==> src/common/mscr_regs.svh <==
// Purpose: Offsets, field positions, reset values and code limits for start-up configuration
// Assumes: Registers are 32-bit words on a plain strobe port
// Notes: Offsets are register indexes as printed; no byte addressing
`ifndef MSCR_REGS_SVH
`define MSCR_REGS_SVH

// ----------------------------------------
// Offsets
// ----------------------------------------
`define MSCR_ADDR_W 8
`define MSCR_OFF_CFG_A 8'h85
`define MSCR_OFF_CFG_B 8'h86
`define MSCR_OFF_STATUS 8'h87

// ----------------------------------------
// Reset values
// ----------------------------------------
`define MSCR_RST_CFG_A 32'h00000000
`define MSCR_RST_CFG_B 32'h00000000

// ----------------------------------------
// Config A fields
// ----------------------------------------
`define MSCR_A_REPEAT_HI 5
`define MSCR_A_REPEAT_LO 4
`define MSCR_A_RSVD 3
`define MSCR_A_RAMP 2
`define MSCR_A_BRAKE 1
`define MSCR_A_REVSEL 0
`define MSCR_A_WMASK 32'h00000037

// ----------------------------------------
// Config B fields
// ----------------------------------------
`define MSCR_B_PARITY 31
`define MSCR_B_ILIM_HI 30
`define MSCR_B_ILIM_LO 27
`define MSCR_B_ACC1_HI 26
`define MSCR_B_ACC1_LO 23
`define MSCR_B_ACC2_HI 22
`define MSCR_B_ACC2_LO 19
`define MSCR_B_AUTO 18
`define MSCR_B_THR_HI 17
`define MSCR_B_THR_LO 13
`define MSCR_B_WMASK 32'hFFFFE000

// ----------------------------------------
// Code limits
// ----------------------------------------
`define MSCR_ILIM_MAX_CODE 4'hD

`endif

==> src/common/mscr_pkg.sv <==
// Purpose: Types for the start-up configuration block
// Assumes: Used with mscr_regs.svh
// Notes: Physical units are scaled integers
package mscr_pkg;
   typedef logic [7:0] mscr_addr_t;
   typedef logic [31:0] mscr_word_t;
   // Current in mA, accel in tenth-Hz/s, threshold in tenth-percent
   typedef logic [11:0] mscr_milliamp_t;
   typedef logic [16:0] mscr_accel_t;
   typedef logic [9:0] mscr_permille_t;
   typedef enum logic [1:0] {
      MSCR_DIR_FWD = 2'h1,
      MSCR_DIR_REV = 2'h2
   } mscr_dir_t;
endpackage

==> src/verilog/mscr_startup_cfg.sv <==
// Purpose: Start-up configuration registers with decoded settings for the drive logic
// Assumes: One clock, synchronous reset, plain strobe register port
// Notes: Reverse-drive settings are supplied by a neighbouring block through inputs
//
// Contract
// - Position detect runs once more than the two-bit repeat field value.
// - Ramp-down bit set ramps torque reference down at loop handoff.
// - Active braking only permitted while brake enable bit is set.
// - In reverse drive, select bit picks forward or reverse current and accel.
// - Second config register at offset 86h, resets to zero.
// - Current cap 0h=0.078A to Dh=3.75A; Eh and Fh invalid.
// - Linear accel selects sixteen rates, 0.1 to 10000 Hz/s.
// - Quadratic accel selects sixteen values, 0.0 to 10000 Hz/s2.
// - Auto handoff bit set: own decision; clear: use speed threshold.
// - Handoff threshold 1% at 0h up to 50% at 1Fh of full speed.
//
// Design decision made here: the strobed register port.
`timescale 1ns/10ps
`include "mscr_regs.svh"

module mscr_startup_cfg (
   input wire logic CORE_CLK_I,
   input wire logic RST_I,
   input wire mscr_pkg::mscr_addr_t ADDR_I,
   input wire mscr_pkg::mscr_word_t WDATA_I,
   input wire logic WR_I,
   input wire logic RD_I,
   output mscr_pkg::mscr_word_t RDATA_O,
   input wire logic REV_DRIVE_I,
   input wire logic [3:0] REV_ILIM_CODE_I,
   input wire logic [3:0] REV_ACC1_CODE_I,
   input wire logic [3:0] REV_ACC2_CODE_I,
   input wire logic IPD_DONE_I,
   input wire logic BRAKE_REQ_I,
   output logic [2:0] IPD_RUNS_O,
   output logic IPD_MORE_O,
   output logic RAMPDOWN_EN_O,
   output logic BRAKE_ALLOW_O,
   output mscr_pkg::mscr_dir_t PROFILE_O,
   output mscr_pkg::mscr_milliamp_t OL_ILIM_MA_O,
   output logic OL_ILIM_BAD_O,
   output mscr_pkg::mscr_accel_t OL_ACC1_O,
   output mscr_pkg::mscr_accel_t OL_ACC2_O,
   output logic AUTO_HANDOFF_O,
   output mscr_pkg::mscr_permille_t HANDOFF_THR_O
);
   import mscr_pkg::*;

   // ----------------------------------------
   // Code tables
   // ----------------------------------------
   function automatic mscr_milliamp_t ilim_ma(input logic [3:0] c);
      case (c)
         4'h0: ilim_ma = 12'd78;
         4'h1: ilim_ma = 12'd156;
         4'h2: ilim_ma = 12'd312;
         4'h3: ilim_ma = 12'd625;
         4'h4: ilim_ma = 12'd937;
         4'h5: ilim_ma = 12'd1250;
         4'h6: ilim_ma = 12'd1562;
         4'h7: ilim_ma = 12'd1875;
         4'h8: ilim_ma = 12'd2187;
         4'h9: ilim_ma = 12'd2500;
         4'hA: ilim_ma = 12'd2812;
         4'hB: ilim_ma = 12'd3125;
         4'hC: ilim_ma = 12'd3437;
         4'hD: ilim_ma = 12'd3750;
         // Invalid codes clamp to the lowest cap for safety
         default: ilim_ma = 12'd78;
      endcase
   endfunction

   // Tenths of Hz/s; shared by both accel fields except code 0
   function automatic mscr_accel_t accel(input logic [3:0] c, input logic quad);
      case (c)
         4'h0: accel = quad ? 17'd0 : 17'd1;
         4'h1: accel = 17'd5;
         4'h2: accel = 17'd10;
         4'h3: accel = 17'd25;
         4'h4: accel = 17'd50;
         4'h5: accel = 17'd100;
         4'h6: accel = 17'd250;
         4'h7: accel = 17'd500;
         4'h8: accel = 17'd750;
         4'h9: accel = 17'd1000;
         4'hA: accel = 17'd2500;
         4'hB: accel = 17'd5000;
         4'hC: accel = 17'd7500;
         4'hD: accel = 17'd10000;
         4'hE: accel = 17'd50000;
         default: accel = 17'd100000;
      endcase
   endfunction

   // Tenths of percent: 1% steps to 20%, then 2.5% steps
   function automatic mscr_permille_t thr_pm(input logic [4:0] c);
      if (c <= 5'h13) begin
         thr_pm = 10'(10 * (32'(c) + 1));
      end else begin
         thr_pm = 10'(200 + 25 * (32'(c) - 19));
      end
   endfunction

   // ----------------------------------------
   // Registers
   // ----------------------------------------
   mscr_word_t cfg_a_r;
   mscr_word_t cfg_b_r;
   logic [2:0] ipd_count_r;

   always_ff @(posedge CORE_CLK_I) begin
      if (RST_I) begin
         cfg_a_r <= `MSCR_RST_CFG_A;
      end else if (WR_I && ADDR_I == `MSCR_OFF_CFG_A) begin
         cfg_a_r <= WDATA_I & `MSCR_A_WMASK;
      end
   end

   always_ff @(posedge CORE_CLK_I) begin
      if (RST_I) begin
         cfg_b_r <= `MSCR_RST_CFG_B;
      end else if (WR_I && ADDR_I == `MSCR_OFF_CFG_B) begin
         cfg_b_r <= WDATA_I & `MSCR_B_WMASK;
      end
   end

   // ----------------------------------------
   // Position detect run counter
   // ----------------------------------------
   logic [2:0] ipd_runs;
   assign ipd_runs = {1'b0, cfg_a_r[`MSCR_A_REPEAT_HI:`MSCR_A_REPEAT_LO]} + 3'h1;

   // Counts completed runs; restarts when the repeat field is rewritten
   always_ff @(posedge CORE_CLK_I) begin
      if (RST_I) begin
         ipd_count_r <= 3'h0;
      end else if (WR_I && ADDR_I == `MSCR_OFF_CFG_A) begin
         ipd_count_r <= 3'h0;
      end else if (IPD_DONE_I && ipd_count_r < ipd_runs) begin
         ipd_count_r <= ipd_count_r + 3'h1;
      end
   end

   // ----------------------------------------
   // Decoded settings
   // ----------------------------------------
   logic use_rev;
   logic [3:0] ilim_code;
   logic [3:0] acc1_code;
   logic [3:0] acc2_code;

   assign use_rev = REV_DRIVE_I && cfg_a_r[`MSCR_A_REVSEL];
   assign ilim_code = use_rev ? REV_ILIM_CODE_I : cfg_b_r[`MSCR_B_ILIM_HI:`MSCR_B_ILIM_LO];
   assign acc1_code = use_rev ? REV_ACC1_CODE_I : cfg_b_r[`MSCR_B_ACC1_HI:`MSCR_B_ACC1_LO];
   assign acc2_code = use_rev ? REV_ACC2_CODE_I : cfg_b_r[`MSCR_B_ACC2_HI:`MSCR_B_ACC2_LO];

   always_ff @(posedge CORE_CLK_I) begin
      if (RST_I) begin
         IPD_RUNS_O <= 3'h1;
         IPD_MORE_O <= 1'b0;
      end else begin
         IPD_RUNS_O <= ipd_runs;
         IPD_MORE_O <= (ipd_count_r < ipd_runs) && !(IPD_DONE_I && ipd_count_r + 3'h1 >= ipd_runs);
      end
   end

   always_ff @(posedge CORE_CLK_I) begin
      if (RST_I) begin
         RAMPDOWN_EN_O <= 1'b0;
         BRAKE_ALLOW_O <= 1'b0;
         AUTO_HANDOFF_O <= 1'b0;
      end else begin
         RAMPDOWN_EN_O <= cfg_a_r[`MSCR_A_RAMP];
         BRAKE_ALLOW_O <= cfg_a_r[`MSCR_A_BRAKE] && BRAKE_REQ_I;
         AUTO_HANDOFF_O <= cfg_b_r[`MSCR_B_AUTO];
      end
   end

   always_ff @(posedge CORE_CLK_I) begin
      if (RST_I) begin
         PROFILE_O <= MSCR_DIR_FWD;
         OL_ILIM_MA_O <= 12'd78;
         OL_ILIM_BAD_O <= 1'b0;
         OL_ACC1_O <= 17'd1;
         OL_ACC2_O <= 17'd0;
      end else begin
         PROFILE_O <= use_rev ? MSCR_DIR_REV : MSCR_DIR_FWD;
         OL_ILIM_MA_O <= ilim_ma(ilim_code);
         OL_ILIM_BAD_O <= ilim_code > `MSCR_ILIM_MAX_CODE;
         OL_ACC1_O <= accel(acc1_code, 1'b0);
         OL_ACC2_O <= accel(acc2_code, 1'b1);
      end
   end

   // Threshold is zero while auto handoff owns the decision
   always_ff @(posedge CORE_CLK_I) begin
      if (RST_I) begin
         HANDOFF_THR_O <= 10'd10;
      end else if (cfg_b_r[`MSCR_B_AUTO]) begin
         HANDOFF_THR_O <= 10'd0;
      end else begin
         HANDOFF_THR_O <= thr_pm(cfg_b_r[`MSCR_B_THR_HI:`MSCR_B_THR_LO]);
      end
   end

   // ----------------------------------------
   // Read port
   // ----------------------------------------
   always_ff @(posedge CORE_CLK_I) begin
      if (RST_I) begin
         RDATA_O <= 32'h00000000;
      end else if (RD_I) begin
         case (ADDR_I)
            `MSCR_OFF_CFG_A: RDATA_O <= cfg_a_r;
            `MSCR_OFF_CFG_B: RDATA_O <= cfg_b_r;
            `MSCR_OFF_STATUS: RDATA_O <= {25'h0, ilim_code > `MSCR_ILIM_MAX_CODE, use_rev, 2'h0, ipd_count_r};
            default: RDATA_O <= 32'h00000000;
         endcase
      end else begin
         RDATA_O <= 32'h00000000;
      end
   end
endmodule

==> config.mk <==
export PLATFORM = sky130hd
export DESIGN_NAME = mscr_startup_cfg
export DESIGN_NICKNAME = d
export VERILOG_FILES = /design/src/common/mscr_pkg.sv /design/src/verilog/mscr_startup_cfg.sv
export VERILOG_INCLUDE_DIRS = /design/src /design/src/common
export SDC_FILE = /design/constraint.sdc
export NUM_CORES = 1
export LEC_CHECK = 0
export BUFFER_PORTS_ARGS = -buffer_cell sky130_fd_sc_hd__buf_2
export CORE_MARGIN = 1.5
export CORE_UTILIZATION = 55
export DETAILED_ROUTE_END_ITERATION = 8
export PLACE_DENSITY = 0.89
export SYNTH_ARGS = -nofsm -noshare
export SYNTH_HDL_FRONTEND = slang
export SYNTH_SLANG_ARGS = --single-unit
==> constraint.sdc <==
create_clock -name CORE_CLK_I -period 5.4 [get_ports CORE_CLK_I]
set_clock_uncertainty 0.2 [all_clocks]
set_input_delay 0.81 -clock CORE_CLK_I [delete_from_list [all_inputs] [get_ports CORE_CLK_I]]
set_output_delay 0.81 -clock CORE_CLK_I [all_outputs]
set_load 0.02 [all_outputs]
==> results of run 1 <==
kinds of logic (layout without fill, tap and decap cells):
logic type | Yosys count | count (layout) | synth area share [%]
adders and majority gates | 59 | 59 | 13.6
AOI/OAI and AO/OA | 87 | 87 | 10.2
buffers and inverters | 64 | 209 | 5.31
and+or+nand+nor | 169 | 169 | 15.5
DFF | 118 | 118 | 41.7
other | 1 | 7 | 0.0663
xor gates and xnor gates | 12 | 12 | 1.86
muxes | 57 | 57 | 11.8
cell type report:
type	count	area, um^2	share of cell area [%]
clock inverters	12	144	2.06
inverters	34	128	1.83
repair buffers	143	721	10.3
multi-input cells	391	3020	43.2
clock buffers	20	445	6.38
well taps	133	166	2.38
flip-flops and latches	118	2360	33.8
flip-flops by register name, indices dropped and copies added, names as in the netlist:
register        cells
OL_ACC2_O          17
cfg_b_r            19
ipd_count_r         3
AUTO_HANDOFF_O      1
OL_ILIM_MA_O       12
BRAKE_ALLOW_O       1
OL_ACC1_O          17
IPD_MORE_O          1
cfg_a_r             5
RAMPDOWN_EN_O       1
OL_ILIM_BAD_O       1
HANDOFF_THR_O      10
IPD_RUNS_O          3
RDATA_O            25
PROFILE_O           2
routing by layer:
layer  track usage [%]  vias up  routed length [um]
li1                  -     2244                   -
met1              28.6     2221                5420
met2              44.8      211                7010
met3              8.52       47                1070
met4              14.3        0                 503
met5                 0        -                   0
worst register-to-register path, stage by stage (launching register included):
cell and delay, ns:
dfxtp_1 0.42, ha_1 0.33, or4_1 0.48, and2_1 0.24
ha_1 0.21, inv_1 0.08, fa_1 0.44, fa_1 0.43
inv_1 0.07, ha_1 0.26, and3b_1 0.22, o221ai_1 0.24
o21ai_0 0.12, and3b_1 0.17
worst max-delay path by stage:
stage           startpoint          endpoint  slack [ns]  cells after the start
6_report       cfg_b_r[13]  HANDOFF_THR_O[9]        1.38                     13
3_3_place_gp   cfg_b_r[13]  HANDOFF_THR_O[8]        1.60                     13
4_1_cts        cfg_b_r[13]  HANDOFF_THR_O[8]        1.39                     13
5_1_grt        cfg_b_r[13]  HANDOFF_THR_O[9]        1.16                     13
2_1_floorplan  cfg_b_r[13]  HANDOFF_THR_O[9]        1.78                     15
3_5_place_dp   cfg_b_r[13]  HANDOFF_THR_O[8]        1.46                     13
cell usage in the layout (no fill, tap or decap), types with 16 or more instances in the layout:
cell type / instances
a21oi_1: 19
and2_1: 21
buf_2: 141
clkbuf_16: 16
dfxtp_1: 118
ha_1: 55
inv_1: 30
mux2i_1: 41
nand2_1: 27
nor2_1: 50
o21ai_0: 18
power by group through the flow:
stage | sequential, mW | clock (mW) | combinational (mW)
floorplan | 0.898 | 0 | 0.0434
global placement | 0.897 | 0 | 0.0720
detailed placement | 0.897 | 0 | 0.0760
CTS | 0.878 | 1.11 | 0.0774
global route | 0.878 | 1.16 | 0.0859
finish | 0.878 | 1.11 | 0.0782
through the flow:
step / setup slack (ns) / cell area (um^2)
5_1_grt: 1.16 / 6990
6_report: 1.38 / 6990
4_1_cts: 1.39 / 6990
3_5_place_dp: 1.46 / 6400
2_1_floorplan: 1.78 / 5680
3_3_place_gp: 1.60 / 6400
==> impl_results.md, run 1 <==
- Worst-skew pair later-pin latency: 0.53 ns
- Final Hold Fails: 0
- Post-CTS Setup Bufs: 0
- Worst path cell trace: ha_1 > or4_1 > and2_1 > ha_1 > inv_1 > fa_1 > fa_1 > inv_1 > ha_1 > and3b_1 > o221ai_1 > o21ai_0 > and3b_1
- CP max stage delay: 0.48 ns
- Total wire length: 14000 um
- Slew Viols, Final: 0
- N_diodes: 0
- RSZ-0062 raised after global routing: false
- Via density: 5.55
- Worst Tran Pin Value: 1.24 ns
- Power Internal: 1.59 mW
- Chip height: 104 um
- Clk pwr share: 53.7%
- Synth area leaders: dfxtp_1 42%, ha_1 12%, mux2i_1 7.3%
- Area growth from synthesis to layout: 23.4%
- Crit start category: flip-flop
- Number of synthesized flops with an enable pin: 0
- Most instantiated cells after synthesis: 118 x dfxtp_1, 55 x ha_1, 50 x nor2_1
- Area of the core: 9860 um^2
- WHS Endpoint: IPD_RUNS_O[0]
- Switching power: 472 uW
- Worst path slowest cell: or4_1
- Setup TNS Final: 0 ns
- Top_reg_cell synth: dfxtp_1
- VDD IR max: 184 uV
- Asr flop ratio synth: 0%
- Largest net degree at the start of global routing: 48
- Worst EP required: 5.62 ns
- Grt ovf: 0
- Flop pwr share: 42.5%
- Run status: complete, no violations
- Lkg Pwr: 3.49 nW
- Top delay family on crit path: adder cells
- RR Endpoint: HANDOFF_THR_O[9]
- Routability congestion estimate: 0.868
- DR DRC count: 0
- Clk sinks: 118
- Most frequent cell on the critical path: ha_1
- Cells after DPL: 819
- Period utilisation layout: 74.4%
- Cell count of the worst reg-to-reg path: 13
- Pre-antenna DRT Iters: 5
- Most frequent cell after synthesis: dfxtp_1
- Fin util: 70.8%
- Slew HR: 16.2%
- Die Area: 10900 um^2
- Minimum hold slack: 0.237 ns
- CP Buf/Inv Count: 2
- Filler Cells Inserted: 714
- I/O Pins: 157
- FF+latch count, synth: 118
- Finish-stage setup viols: 0
- Max_cap viols: 0
- Average wire per cell in the routed design: 16.5 um
- Fmax: 249 MHz
- WS Path Type: reg2reg
- Die X: 104 um
- Combinational Power Share: 3.8%
- Worst Hold Class: reg2reg
- Fin crit period: 4.02 ns
- Vias in the first global route: 4761
- Gr usage total: 26.2%
- DR vias: 4723
- Total Power: 2.06 mW
- Root Driver: clkbuf_8
- Initial DRC Count: 176
- CTS max path bufs: 2
- Worst-path fanout max: 10
- Cell count after synthesis: 567
- CTS Hold Bufs: 0
- DPL Wire Length: 9720 um
- Yosys Warn Count: 0
- Reg clk slew, reported paths: 0.06 ns
- Post-synth top area share: 41.7%
- RR Startpoint: cfg_b_r[13]
- Initial antenna violation count: 0
- Post-Layout Cell Count: 851
- Sequential fraction of the synthesis area: 41.7%
- Starting Density: 57.4%
- First-pass GRT wire length: 22600 um
- Hold path cells: 1
- Distinct cell type count of the synthesized netlist: 65
- Hold_sp: cfg_a_r[4]
- Number of port buffers: 141
- Cts bufs inserted: 17
- Post-route ant nets: 0
- Critical Path AT: 4.24 ns
- Mapped Area: 5660 um^2
- Nets: 823
- Nature of the critical path endpoint: flip-flop
- Sw frac: 22.9%
- Synthesized area per cell: 9.98 um^2
- PD cells: 296 nW/um^2
- CTS tree: built
- H-tree depth: 4
- Rows: 36
- Resized cells post-CTS: 0
- Top cell type by total area after synthesis: dfxtp_1
- Reg2reg setup slack: 1.38 ns
- Layout cells sized above 1: 27.3%
Note: power is estimated with default switching activity, not from simulation.
==> run 2, diff against run 1 <==
CORE_UTILIZATION = 53   (was 55)
PLACE_DENSITY = 0.87   (was 0.89)
clock period = 4 ns   (was 5.4 ns; I/O delays follow)
==> impl_results.md, run 2 (synthesis gave the netlist of run 1 again) <==
- Reg clk slew, reported paths: 0.06 ns (about the same)
- Setup crit start: cfg_b_r[13] (unchanged)
- Resized cells post-CTS: 0 (unchanged)
- CTS Hold Bufs: 0 (unchanged)
- CP max stage delay: 0.53 ns (was 0.48 ns)
- VDD IR max: 214 uV (was 184 uV)
- Reg2reg setup slack: 0.17 ns (was 1.38 ns)
- Worst setup margin: 0.172 ns (was 1.38 ns)
- Slew HR: 36.3% (was 16.2%)
- Root Driver: clkbuf_8 (unchanged)
- Average wire per cell in the routed design: 16.3 um (was 16.5 um)
- Largest net degree at the start of global routing: 29 (was 48)
- Worst EP required: 4.24 ns (was 5.62 ns)
- Clk sinks: 118 (unchanged)
- Die Area: 11300 um^2 (was 10900 um^2)
- CTS max path bufs: 2 (unchanged)
- Initial DRC Count: 191 (was 176)
- First-pass GRT wire length: 22500 um (was 22600 um)
- Grt ovf: 0 (unchanged)
- Worst-skew pair later-pin latency: 0.53 ns (about the same)
- Nature of the critical path endpoint: flip-flop (unchanged)
- Design area: 7050 um^2 (was 6990 um^2)
- Worst Hold Class: in2reg (was reg2reg)
- GR Util met3: 6.87% (was 8.52%)
- Multi-input gate area: 3030 um^2 (was 3020 um^2)
- Initial antenna violation count: 0 (unchanged)
- Layout cells sized above 1: 28.3% (was 27.3%)
- Lkg Pwr: 3.53 nW (was 3.49 nW)
- Vias in the first global route: 4724 (was 4761)
- DR vias: 4724 (was 4723)
- I/O Pins: 157 (unchanged)
- Max_cap viols: 0 (unchanged)
- Chip height: 106 um (was 104 um)
- Period utilisation layout: 95.7% (was 74.4%)
- RR Startpoint: cfg_b_r[13] (unchanged)
- Number of flip-flops in the largest register: 25 (unchanged)
- Nets: 829 (was 823)
- Worst path slowest cell: fa_1 (was or4_1)
- Cell count of the worst reg-to-reg path: 13 (unchanged)
- Die X: 106 um (was 104 um)
- Starting Density: 54.8% (was 57.4%)
- Finish-stage setup viols: 0 (unchanged)
- PD cells: 398 nW/um^2 (was 296 nW/um^2)
- CP Buf/Inv Count: 2 (unchanged)
- Fin crit period: 3.83 ns (was 4.02 ns)
- Crit start category: flip-flop (unchanged)
- FF+latch area: 2360 um^2 (about the same)
- Total Power: 2.80 mW (was 2.06 mW)
- Top delay family on crit path: adder cells (unchanged)
- Filler Cells Inserted: 788 (was 714)
- Rows: 37 (was 36)
- Pre-antenna DRT Iters: 5 (unchanged)
- Worst path cell trace: ha_2 > or4_1 > and2_1 > ha_1 > inv_1 > fa_1 > fa_1 > inv_1 > ha_1 > a21o_1 > a21oi_1 > xor2_1 > a211oi_1 (was ha_1 > or4_1 > and2_1 > ha_1 > inv_1 > fa_1 > fa_1 > inv_1 > ha_1 > and3b_1 > o221ai_1 > o21ai_0 > and3b_1)
- CTS tree: built (unchanged)
- Cts bufs inserted: 17 (unchanged)
- Routability congestion estimate: 0.912 (was 0.868)
- Top flop regs: RDATA_O: 25 flops, cfg_b_r: 19 flops (unchanged)
- Placement Cell Area: 6440 um^2 (was 6400 um^2)
- GRT busiest layer: met2 (unchanged)
- Met2 usage in global routing: 44.0% (was 44.8%)
- Met1 GRT Util: 30.2% (was 28.6%)
- DR DRC count: 0 (unchanged)
- N_diodes: 0 (unchanged)
- Cells after DPL: 828 (was 819)
- Commonest non-fill, non-tap cell in the layout: buf_2 (unchanged)
- Via density: 5.49 (was 5.55)
- Critical Path AT: 4.07 ns (was 4.24 ns)
- Area of the core: 10300 um^2 (was 9860 um^2)
- RR Endpoint: HANDOFF_THR_O[8] (was HANDOFF_THR_O[9])
- Most frequent cells in the layout: 141 x buf_2, 117 x dfxtp_1, 54 x ha_1 (was 141 x buf_2, 118 x dfxtp_1, 55 x ha_1)
- Instance count on the critical path: 13 (unchanged)
- Post-CTS Setup Bufs: 0 (unchanged)
- Number of port buffers: 141 (unchanged)
- Setup crit end: HANDOFF_THR_O[8] (was HANDOFF_THR_O[9])
- Area growth from synthesis to layout: 24.6% (was 23.4%)
- Post-route ant nets: 0 (unchanged)
- H-tree depth: 4 (unchanged)
- Run status: complete, no violations (unchanged)
- Slew Viols, Final: 0 (unchanged)
- Largest Register: RDATA_O (unchanged)
- Worst Tran Pin Value: 0.948 ns (was 1.24 ns)
- Worst-path fanout max: 6 (was 10)
- Total wire length: 14100 um (was 14000 um)
- DPL Wire Length: 10000 um (was 9720 um)
- Fmax: 261 MHz (was 249 MHz)
- Final Hold Fails: 0 (unchanged)
- WS Path Type: reg2reg (unchanged)
- Gr usage total: 25.9% (was 26.2%)
- Post-Layout Cell Count: 860 (was 851)
- Post-place setup slack: 0.140 ns (was 1.46 ns)
==> run 2: report_power, final <==
group	internal (mW)	switching, mW
Sequential	1.18	0.00435
Clock	0.952	0.561
Combinational	0.0422	0.0639
==> run 2: metrics by stage <==
step           hold slack [ns]  setup TNS, ns  util (%)
3_3_place_gp             0.245              0      62.4
6_report                 0.110              0      68.3
3_5_place_dp             0.260              0      62.4
5_1_grt                  0.116       -0.00918      68.3
4_1_cts                 0.0982              0      68.2
2_1_floorplan            0.208              0         -
==> run 2: tightest hold or removal path, stage by stage <==
cell     delay [ns]
buf_2          0.08
mux2i_1        0.05
nor2_1         0.07
==> run 2: how the worst min path moves through the flow <==
stage,startpoint,to,depth (start not counted)
final,WDATA_I[30],cfg_b_r[30],3
after floorplan,cfg_a_r[4],IPD_RUNS_O[0],1
after global placement,cfg_a_r[4],IPD_RUNS_O[0],1
after CTS,WDATA_I[29],cfg_b_r[29],3
after global routing,WDATA_I[16],cfg_b_r[16],3
after detailed placement,cfg_a_r[4],IPD_RUNS_O[0],1
==> run 2: final cells by class <==
cell class / instances / share of cell area [%]
multi-input combinational: 391 / 43.0
sequential: 118 / 33.5
timing repair buffer: 149 / 10.9
clock buffer: 18 / 5.93
clock inverter: 14 / 2.48
tap: 136 / 2.41
inverter: 34 / 1.81
==> run 2: metal layers <==
metal  vias to the layer above  wire [um]
li1                       2263          -
met1                      2224       5720
met2                       205       6940
met3                        32       1030
met4                         0        360
met5                         -          0
